==> src/include/wakeup_compare_pkg.sv <==
// How it works
// - Phase config bits 7:4 are the phase threshold; larger difference raises interrupt.
// - Capacitance config bits 7:4 are the capacitance threshold; larger difference raises interrupt.
// - Phase config bit 3 clear drops triggering results from the phase average.
// - Capacitance config bit 3 clear drops triggering results from capacitance average.
// - Weight codes 00, 01, 10, 11 give newest result weights 4, 8, 16, 32.
// - Phase config bit 0 picks phase reference register or phase average.
// - Capacitance config bit 0 picks capacitance reference register or capacitance average.
// - Read-write 8-bit phase reference value at index 37h.
// - Read-write 8-bit capacitance reference value at index 3Bh.
// - Read-only amplitude average at index 34h.
// - Read-only latest amplitude result at index 35h.
// - Read-only phase average at index 38h.
// - Read-only latest phase result at index 39h.
// - Read-only capacitance average at index 3Ch.
// - Read-only latest capacitance result at index 3Dh.
// - Result and average displays read zero after reset and restore-defaults.
// - Configuration and reference registers clear on reset and restore-defaults.
// - A measurement is compared only while its wake enable bit is set.
// - Enabled amplitude result beyond amplitude threshold raises an interrupt.
package wakeup_compare_pkg;

  // ----------------------------------------------------------------
  // Channels
  // ----------------------------------------------------------------
  localparam int CH_AMP   = 0;
  localparam int CH_PHASE = 1;
  localparam int CH_CAP   = 2;
  localparam int NCH      = 3;

  // ----------------------------------------------------------------
  // Register indices, byte address is four times the index
  // ----------------------------------------------------------------
  localparam logic [7:0] IDX_AMP_AVG   = 8'h34;
  localparam logic [7:0] IDX_AMP_RES   = 8'h35;
  localparam logic [7:0] IDX_PHASE_CFG = 8'h36;
  localparam logic [7:0] IDX_PHASE_REF = 8'h37;
  localparam logic [7:0] IDX_PHASE_AVG = 8'h38;
  localparam logic [7:0] IDX_PHASE_RES = 8'h39;
  localparam logic [7:0] IDX_CAP_CFG   = 8'h3a;
  localparam logic [7:0] IDX_CAP_REF   = 8'h3b;
  localparam logic [7:0] IDX_CAP_AVG   = 8'h3c;
  localparam logic [7:0] IDX_CAP_RES   = 8'h3d;
  localparam logic [7:0] IDX_WAKE_EN   = 8'h40;
  localparam logic [7:0] IDX_AMP_CFG   = 8'h41;
  localparam logic [7:0] IDX_AMP_REF   = 8'h42;

  localparam logic [7:0] CFG_IDX [NCH] = '{IDX_AMP_CFG, IDX_PHASE_CFG, IDX_CAP_CFG};
  localparam logic [7:0] REF_IDX [NCH] = '{IDX_AMP_REF, IDX_PHASE_REF, IDX_CAP_REF};
  localparam logic [7:0] AVG_IDX [NCH] = '{IDX_AMP_AVG, IDX_PHASE_AVG, IDX_CAP_AVG};
  localparam logic [7:0] RES_IDX [NCH] = '{IDX_AMP_RES, IDX_PHASE_RES, IDX_CAP_RES};

  // ----------------------------------------------------------------
  // Configuration fields
  // ----------------------------------------------------------------
  localparam int THR_MSB     = 7;
  localparam int THR_LSB     = 4;
  localparam int INCLUDE_BIT = 3;
  localparam int WEIGHT_HI   = 2;
  localparam int WEIGHT_LO   = 1;
  localparam int REFSEL_BIT  = 0;

  // Weight code 00 is a shift of 2, i.e. divide by 4
  localparam logic [2:0] WEIGHT_SHIFT_BASE = 3'h2;

  // ----------------------------------------------------------------
  // Values after reset
  // ----------------------------------------------------------------
  localparam logic [7:0]  CFG_RESET  = 8'h00;
  localparam logic [7:0]  REF_RESET  = 8'h00;
  localparam logic [7:0]  DISP_RESET = 8'h00;
  localparam logic [2:0]  EN_RESET   = 3'h0;
  localparam logic [31:0] RDATA_IDLE = 32'h0000_0000;

endpackage : wakeup_compare_pkg

==> src/rtl/wakeup_measurement_compare_regs.sv <==
module wakeup_measurement_compare_regs #(
  parameter int ADDR_W = 10
) (
  // Clock and reset
  input  wire logic              mclk_i,
  input  wire logic              reset_i,
  input  wire logic              restore_defaults_i,
  // APB slave
  input  wire logic              psel_i,
  input  wire logic              penable_i,
  input  wire logic              pwrite_i,
  input  wire logic [ADDR_W-1:0] paddr_i,
  input  wire logic [31:0]       pwdata_i,
  input  wire logic [3:0]        pstrb_i,
  output logic      [31:0]       prdata_o,
  output logic                   pready_o,
  output logic                   pslverr_o,
  // Measurement engines
  input  wire logic              amplitude_valid_i,
  input  wire logic [7:0]        amplitude_result_i,
  input  wire logic              phase_valid_i,
  input  wire logic [7:0]        phase_result_i,
  input  wire logic              capacitance_valid_i,
  input  wire logic [7:0]        capacitance_result_i,
  // Wake-up comparison events
  output logic                   amplitude_wake_irq_o,
  output logic                   phase_wake_irq_o,
  output logic                   capacitance_wake_irq_o
);
  import wakeup_compare_pkg::*;

  // ----------------------------------------------------------------
  // State
  // ----------------------------------------------------------------
  logic [7:0]     cfg_r [NCH];
  logic [7:0]     ref_r [NCH];
  logic [7:0]     avg_r [NCH];
  logic [7:0]     res_r [NCH];
  logic [NCH-1:0] wake_en_r;
  logic [NCH-1:0] irq_r;
  logic           pready_r;
  logic           pslverr_r;
  logic [31:0]    prdata_r;

  logic [NCH-1:0] meas_valid;
  logic [7:0]     meas_result [NCH];
  logic [7:0]     cmp_ref     [NCH];
  logic [7:0]     abs_diff    [NCH];
  logic [7:0]     avg_nxt     [NCH];
  logic [NCH-1:0] trig;
  logic [NCH-1:0] compare_go;
  logic [NCH-1:0] avg_take;
  logic [NCH-1:0] cfg_wr;
  logic [NCH-1:0] ref_wr;

  assign meas_valid     = {capacitance_valid_i, phase_valid_i, amplitude_valid_i};
  assign meas_result[CH_AMP]   = amplitude_result_i;
  assign meas_result[CH_PHASE] = phase_result_i;
  assign meas_result[CH_CAP]   = capacitance_result_i;

  // ----------------------------------------------------------------
  // APB decode, one wait state
  // ----------------------------------------------------------------
  wire       clear_all = reset_i | restore_defaults_i;
  wire [7:0] reg_idx   = 8'(paddr_i[ADDR_W-1:2]);
  wire       access    = psel_i & penable_i & ~pready_r;
  wire       commit    = psel_i & penable_i & pready_r;
  wire       wr_commit = commit & pwrite_i & pstrb_i[0];
  wire       en_wr     = wr_commit & (reg_idx == IDX_WAKE_EN);

  logic       rd_hit;
  logic [7:0] rd_byte;

  always_comb begin
    rd_hit  = (reg_idx == IDX_WAKE_EN);
    rd_byte = rd_hit ? {5'h00, wake_en_r} : 8'h00;
    for (int c = 0; c < NCH; c++) begin
      if (reg_idx == CFG_IDX[c]) begin
        rd_hit  = 1'b1;
        rd_byte = cfg_r[c];
      end
      if (reg_idx == REF_IDX[c]) begin
        rd_hit  = 1'b1;
        rd_byte = ref_r[c];
      end
      if (reg_idx == AVG_IDX[c]) begin
        rd_hit  = 1'b1;
        rd_byte = avg_r[c];
      end
      if (reg_idx == RES_IDX[c]) begin
        rd_hit  = 1'b1;
        rd_byte = res_r[c];
      end
    end
  end

  always_ff @(posedge mclk_i) begin
    if (reset_i) begin
      pready_r  <= 1'b0;
      pslverr_r <= 1'b0;
      prdata_r  <= RDATA_IDLE;
    end else begin
      pready_r  <= access;
      pslverr_r <= access & ~rd_hit;
      prdata_r  <= (access & ~pwrite_i & rd_hit) ? {24'h000000, rd_byte} : RDATA_IDLE;
    end
  end

  always_ff @(posedge mclk_i) begin
    if (clear_all) begin
      wake_en_r <= EN_RESET;
    end else if (en_wr) begin
      wake_en_r <= pwdata_i[NCH-1:0];
    end
  end

  // ----------------------------------------------------------------
  // Per-channel compare and averaging
  // ----------------------------------------------------------------
  for (genvar c = 0; c < NCH; c++) begin : g_ch
    wire [3:0]        threshold = cfg_r[c][THR_MSB:THR_LSB];
    wire [1:0]        wcode     = cfg_r[c][WEIGHT_HI:WEIGHT_LO];
    wire [2:0]        wshift    = {1'b0, wcode} + WEIGHT_SHIFT_BASE;
    wire signed [8:0] step      = $signed({1'b0, meas_result[c]}) - $signed({1'b0, avg_r[c]});
    wire signed [8:0] step_w    = step >>> wshift;
    wire [8:0]        sum       = {1'b0, avg_r[c]} + step_w;

    assign cmp_ref[c]    = cfg_r[c][REFSEL_BIT] ? avg_r[c] : ref_r[c];
    assign abs_diff[c]   = (meas_result[c] >= cmp_ref[c]) ? meas_result[c] - cmp_ref[c]
                                                          : cmp_ref[c] - meas_result[c];
    assign trig[c]       = abs_diff[c] > {4'h0, threshold};
    assign compare_go[c] = meas_valid[c] & wake_en_r[c];
    assign avg_take[c]   = compare_go[c] & (~trig[c] | cfg_r[c][INCLUDE_BIT]);
    assign avg_nxt[c]    = sum[7:0];
    assign cfg_wr[c]     = wr_commit & (reg_idx == CFG_IDX[c]);
    assign ref_wr[c]     = wr_commit & (reg_idx == REF_IDX[c]);

    always_ff @(posedge mclk_i) begin
      if (clear_all) begin
        cfg_r[c] <= CFG_RESET;
        ref_r[c] <= REF_RESET;
        avg_r[c] <= DISP_RESET;
        res_r[c] <= DISP_RESET;
        irq_r[c] <= 1'b0;
      end else begin
        if (cfg_wr[c]) begin
          cfg_r[c] <= pwdata_i[7:0];
        end
        if (ref_wr[c]) begin
          ref_r[c] <= pwdata_i[7:0];
        end
        if (meas_valid[c]) begin
          res_r[c] <= meas_result[c];
        end
        if (avg_take[c]) begin
          avg_r[c] <= avg_nxt[c];
        end
        irq_r[c] <= compare_go[c] & trig[c];
      end
    end
  end

  // ----------------------------------------------------------------
  // Outputs
  // ----------------------------------------------------------------
  assign prdata_o               = prdata_r;
  assign pready_o               = pready_r;
  assign pslverr_o              = pslverr_r;
  assign amplitude_wake_irq_o   = irq_r[CH_AMP];
  assign phase_wake_irq_o       = irq_r[CH_PHASE];
  assign capacitance_wake_irq_o = irq_r[CH_CAP];

  // ----------------------------------------------------------------
  // Named fields
  // ----------------------------------------------------------------
  wire [3:0] phase_threshold                     = cfg_r[CH_PHASE][THR_MSB:THR_LSB];
  wire [3:0] capacitance_threshold               = cfg_r[CH_CAP][THR_MSB:THR_LSB];
  wire [3:0] amplitude_threshold                 = cfg_r[CH_AMP][THR_MSB:THR_LSB];
  wire       phase_average_include_trigger       = cfg_r[CH_PHASE][INCLUDE_BIT];
  wire       capacitance_average_include_trigger = cfg_r[CH_CAP][INCLUDE_BIT];
  wire       phase_reference_select              = cfg_r[CH_PHASE][REFSEL_BIT];
  wire       capacitance_reference_select        = cfg_r[CH_CAP][REFSEL_BIT];
  wire [1:0] phase_weight = {cfg_r[CH_PHASE][WEIGHT_HI], cfg_r[CH_PHASE][WEIGHT_LO]};
endmodule : wakeup_measurement_compare_regs
==> config.mk <==
export PLATFORM = sky130hd
export DESIGN_NAME = wakeup_measurement_compare_regs
export DESIGN_NICKNAME = d
export VERILOG_FILES = /design/src/include/wakeup_compare_pkg.sv /design/src/rtl/wakeup_measurement_compare_regs.sv
export SDC_FILE = /design/constraint.sdc
export NUM_CORES = 1
export LEC_CHECK = 0
export BUFFER_PORTS_ARGS = -buffer_cell sky130_fd_sc_hd__buf_2
export CAP_MARGIN = 0
export CORE_MARGIN = 1.5
export CORE_UTILIZATION = 30
export DETAILED_ROUTE_END_ITERATION = 12
export SLEW_MARGIN = 25
export SYNTH_ARGS = -nofsm -noshare
export SYNTH_HDL_FRONTEND = slang
export SYNTH_SLANG_ARGS = --single-unit
export TNS_END_PERCENT = 10
==> constraint.sdc <==
create_clock -name mclk_i -period 9.7 [get_ports mclk_i]
set_input_delay 0.97 -clock mclk_i [delete_from_list [all_inputs] [get_ports mclk_i]]
set_output_delay 0.97 -clock mclk_i [all_outputs]
set_load 0.02 [all_outputs]
* Word level (Yosys, flattened, before mapping)
Memory sizes are Yosys's and may differ from the RTL's. Index checks and enable logic that the tools add are counted.
Cells by class: shift operators 3, $add $sub $neg 15, reduce and logical (&&, ||, !) cells 1, $lt $le $gt $ge 6, mux-type cells 81, bitwise operators 47, equal/unequal tests 13
Operator list (number):
- 8-bit two-way mux | 30
- 8-bit by 6-bit == test with 1-bit output, second input constant | 10
- 1-bit two-way mux | 50
- 8-bit subtractor | 6
- 9-bit by 3-bit >>> shifter with 8-bit output | 3
- 8-bit by 8-bit subtractor with 9-bit output | 3
- 8-bit adder | 3
- 1-bit AND | 24
- 8-bit by 7-bit == test with 1-bit output, second input constant | 3
- 8-bit greater-or-equal comparator | 3
- 8-bit by 4-bit greater-than comparator with 1-bit output | 3
- 1-bit OR | 16
- 2-bit by 2-bit adder with 3-bit output, second input constant | 3
- 1-bit NOT | 7
- 3-bit two-way mux | 1
- 2-bit OR reduction | 1
Word-level totals: logic and storage cells 178, input bits 79, output and inout bits 37, memories kept 4, register bits after elaboration 40, bits in writable memories 96
Memories:
- avg_r | depth 3, bits a word 8, rd ports 3, clocked after Yosys merged registers in 0, wr ports 3, line wakeup_measurement_compare_regs.sv:37 | logic [7:0] avg_r [NCH];
- cfg_r | depth 3, bits a word 8, rd ports 3, clocked after Yosys merged registers in 0, wr ports 3, line wakeup_measurement_compare_regs.sv:35 | logic [7:0] cfg_r [NCH];
- ref_r | depth 3, bits a word 8, rd ports 3, clocked after Yosys merged registers in 0, wr ports 3, line wakeup_measurement_compare_regs.sv:36 | logic [7:0] ref_r [NCH];
- res_r | depth 3, bits a word 8, rd ports 3, clocked after Yosys merged registers in 0, wr ports 3, line wakeup_measurement_compare_regs.sv:38 | logic [7:0] res_r [NCH];

* Depth between registers and ports, before layout
depth in word-level cells 16, mapped depth 21, depth with buffers taken out 20

* Least setup slack after synthesis
OpenSTA, ideal clock, no wires.
path kind input -> register, start input amplitude_result_i[0], end memory avg_r[0][0], enable pin, setup slack 4642 ps, arrival time 4674 ps, stages on the path 17, buffers on the path 0, library setup time 384 ps, path through inv_1 -> ha_1 -> inv_1 -> fa_1 -> a211oi_2 -> a211oi_1 -> o41ai_4 -> mux2_2 -> ha_1 -> nor2b_1 -> o21a_1 -> o21a_1 -> o21ai_0 -> o211ai_1 -> a211oi_2 -> nor2_1 -> o21ai_0
RTL lines:
- start: declaration | line wakeup_measurement_compare_regs.sv:20 | input wire logic [7:0] amplitude_result_i,
- end: declaration | line wakeup_measurement_compare_regs.sv:37

==> results.json <==
{
  "synth_top_flop_cell": "edfxtp_1",
  "finalHoldViolCount": 0,
  "fin_nets": 1324,
  "synth-compound-area-share_pct": 18.59,
  "crit_slowest_cell": "a31oi_1",
  "hold_buffers": 0,
  "status": "finished, final reports clean",
  "cap_violations": 0,
  "detail_route.iter0.violations": 682,
  "worst_slack_ps": 4069,
  "max_slew_margin_pct": 36.67,
  "finalSetupViolations": 0,
  "p_leak_nw": 4.882,
  "end_kind": "flop",
  "initial_core_util_pct": 30.35,
  "first_pass_iters": 5,
  "synth.area.mux_share_pct": 7.727,
  "cts.clk_slew.worst_paths_ps": 90,
  "fill_cells": 3465,
  "drv_slew": 0,
  "cts_resized": 0,
  "avgSynthCellArea_um2": 9.271,
  "drc": 0,
  "worst_pin_slew_ps": 945.5,
  "cpLargestDelayFamily": "compound AO/OA/AOI/OAI gates",
  "antenna_found_initial": 3,
  "core_um2": 33450,
  "grt_max_degree": 45,
  "synthArstFlopShare_pct": 0,
  "skew_ps": 13.76,
  "crit_type": "reg2reg",
  "port_buffers": 62,
  "vias": 8333,
  "clock_sinks": 112,
  "grtUsageTotal_pct": 16.42,
  "finalWeightedCongestion": 0.8983,
  "yosys.area_share.simple_pct": 17.09,
  "path_cells": "mux2i_1, inv_1, ha_1, a21o_1, a41o_1, o211ai_4, nand2_1, mux2_2, a21oi_1, o21ai_0, xor2_1, ha_1, o21a_1, o21a_1, or4_1, a31oi_1",
  "max-vdd-ir-drop_mv": 0.08935,
  "cts_setup_buffers": 0,
  "syn_area_um2": 10150,
  "reg2reg_slack_ps": 4070,
  "crit_buf_inv": 1,
  "ioPinCount": 116,
  "finalNonFillerCells": 1587,
  "rsz0062_at_grt": "false",
  "numCtsBuffers": 9,
  "synth_edf_count": 96,
  "syn_inst": 1095,
  "setup-tns-final_ps": 0,
  "ys_ff_latch": 112,
  "synth_top_family_by_area": "compound AO/OA/AOI/OAI gates",
  "die_y_um": 187.0,
  "die_x_um": 187.0,
  "ys_types": 81,
  "grt_pass1_vias": 8002,
  "hpwl_mm": 22.92,
  "arrival_ps": 5630,
  "wl_per_cell_um": 18.15,
  "max_stage_delay_ps": 740,
  "row_count": 67,
  "finalPower_mw": 1.443,
  "power_density_nw_per_um2": 129.1,
  "grt_overflow": 0,
  "hp-class": "reg2reg",
  "critPathMaxFanout": 10,
  "grt_pass1_wl_mm": 45.21,
  "layout_min_cycle_time_ps": 5631,
  "htree_levels": 3,
  "synthAdderAreaFrac_pct": 14.62,
  "cts_tree": "done",
  "start_kind": "flop",
  "cts-root-buf": "clkbuf_16",
  "cp.required_ps": 9700,
  "synth-seq-area-share_pct": 31.55,
  "synth_xor_area_share_pct": 3.365,
  "timing.fmax_ghz": 0.1776,
  "yosys_warnings": 0,
  "cts_max_path_buffers": 2,
  "numPlacedInstances": 1570,
  "via_per_inst": 5.251,
  "area_growth_pct": 10.06,
  "place_ws_ps": 3968,
  "postRouteWirelength_mm": 28.80,
  "ant_nets": 0,
  "drive_above_1_share_pct": 11.16,
  "clk_latency_ps": 370,
  "finalCritPeriodShare_pct": 58.05,
  "fp.dieArea_um2": 34950
}
-- registers in the layout, indices dropped and copies added (netlist names) --
register / flops
amplitude_wake_irq_o: 1
avg_r: 24
cfg_r: 24
pslverr_o: 1
phase_wake_irq_o: 1
wake_en_r: 3
prdata_o: 8
ref_r: 24
capacitance_wake_irq_o: 1
pready_o: 1
res_r: 24
-- cells by family (layout without fill, tap and decap cells) --
logic type	count (synthesis)	in the layout
xor gates and xnor gates	39	39
muxes	71	71
buffers and inverters	162	182
AOI/OAI and AO/OA	274	274
DFF	112	112
and+or+nand+nor	324	324
other	1	25
adders and majority gates	112	112
-- synthesized netlist by cell type, types with 4 or more instances --
master | instances | area [µm²]
nand2_1 | 48 | 180.2
mux4_2 | 5 | 112.6
a21oi_1 | 74 | 370.4
nor4_1 | 8 | 50.05
o21bai_1 | 4 | 30.03
buf_1 | 4 | 15.01
or2_2 | 9 | 56.30
mux2_2 | 9 | 101.4
a32oi_1 | 5 | 43.79
xnor2_1 | 22 | 192.7
fa_1 | 11 | 220.2
clkbuf_1 | 27 | 101.4
o21ai_0 | 50 | 250.2
a21o_1 | 31 | 232.7
nor3_1 | 29 | 145.1
a221oi_1 | 4 | 35.03
a31oi_1 | 5 | 31.28
a21boi_0 | 6 | 45.04
and2_1 | 61 | 381.6
a2111oi_0 | 6 | 52.55
a211oi_1 | 7 | 52.55
nor2_1 | 65 | 244.0
edfxtp_1 | 96 | 2883
o21a_1 | 11 | 82.58
nand3b_1 | 6 | 45.04
xor2_1 | 17 | 148.9
nand4_1 | 6 | 37.54
nand2b_1 | 8 | 50.05
nand3_1 | 13 | 65.06
o22ai_1 | 14 | 87.58
and3_1 | 32 | 200.2
inv_1 | 99 | 371.6
ha_1 | 101 | 1264
mux2i_1 | 57 | 570.6
buf_2 | 6 | 30.03
dfxtp_1 | 16 | 320.3
buf_4 | 24 | 180.2
or3_1 | 8 | 50.05
o211ai_1 | 9 | 67.56
nor2b_1 | 18 | 112.6
-- cell type report --
type                            count  area, µm²  share of cell area (%)
Antenna cell                        1      2.502                 0.02240
Clock buffer                        9      225.2                   2.016
Clock inverter                      7      107.6                  0.9630
Inverter                          100      375.4                   3.359
Multi-Input combinational cell    844       6359                   56.91
Sequential cell                   112       3203                   28.67
Tap cell                          448      560.5                   5.017
Timing Repair Buffer               66      340.3                   3.046
-- routing by layer --
layer  vias up  track usage, %  routed length, µm
li1       4019               -                  -
met4         4           4.591                481
met1      4003           22.62              13420
met2       275           26.41              12980
met3        32           2.833               1886
met5         -               0                 27
-- placed cells by master (no fill, tap or decap), types with 18 or more instances in the layout --
| master | count |
|---|---|
| nor2_1 | 64 |
| ha_1 | 101 |
| and2_1 | 61 |
| o21ai_0 | 47 |
| a21o_1 | 31 |
| nor3_1 | 29 |
| a21oi_1 | 74 |
| mux2i_1 | 57 |
| conb_1 | 24 |
| nor2b_1 | 18 |
| and3_1 | 32 |
| edfxtp_1 | 96 |
| xnor2_1 | 22 |
| nand2_1 | 48 |
| buf_2 | 62 |
| inv_1 | 99 |
-- report_power, final --
part           internal (mW)  switching (mW)  leakage (nW)
Clock                  0.212           0.206         0.161
Sequential             0.541          0.0224          1.20
Combinational          0.194           0.268          3.52
Total                  0.947           0.496          4.88
-- worst register-to-register path, stage by stage, from the launching register on --
cell      delay [ps]
edfxtp_1         700
mux2i_1          510
inv_1             90
ha_1             410
a21o_1           240
a41o_1           280
o211ai_4         250
nand2_1          230
mux2_2           330
a21oi_1          100
o21ai_0          100
xor2_1           160
ha_1             290
o21a_1           110
o21a_1           180
or4_1            530
a31oi_1          740
-- final timing paths --
| check | from | end | cells after the start |
|---|---|---|---|
| worst max-delay path | cfg_r[1][0] | avg_r[1][1] | 16 |
| worst min register to register | pready_o | pslverr_o | 1 |
| worst min-delay path | pready_o | pslverr_o | 1 |
| worst max register to register | cfg_r[1][0] | avg_r[1][1] | 16 |
-- through the flow --
step / hold WS (ps) / utilization [%] / area (µm²)
2_1_floorplan: 468.4 / - / 10240
3_3_place_gp: 458.5 / 32.30 / 10800
3_5_place_dp: 465.4 / 32.35 / 10820
4_1_cts: 477.5 / 33.34 / 11150
5_1_grt: 518.6 / 33.40 / 11170
6_report: 475.8 / 33.40 / 11170
Note: power is estimated with default switching activity, not from simulation.
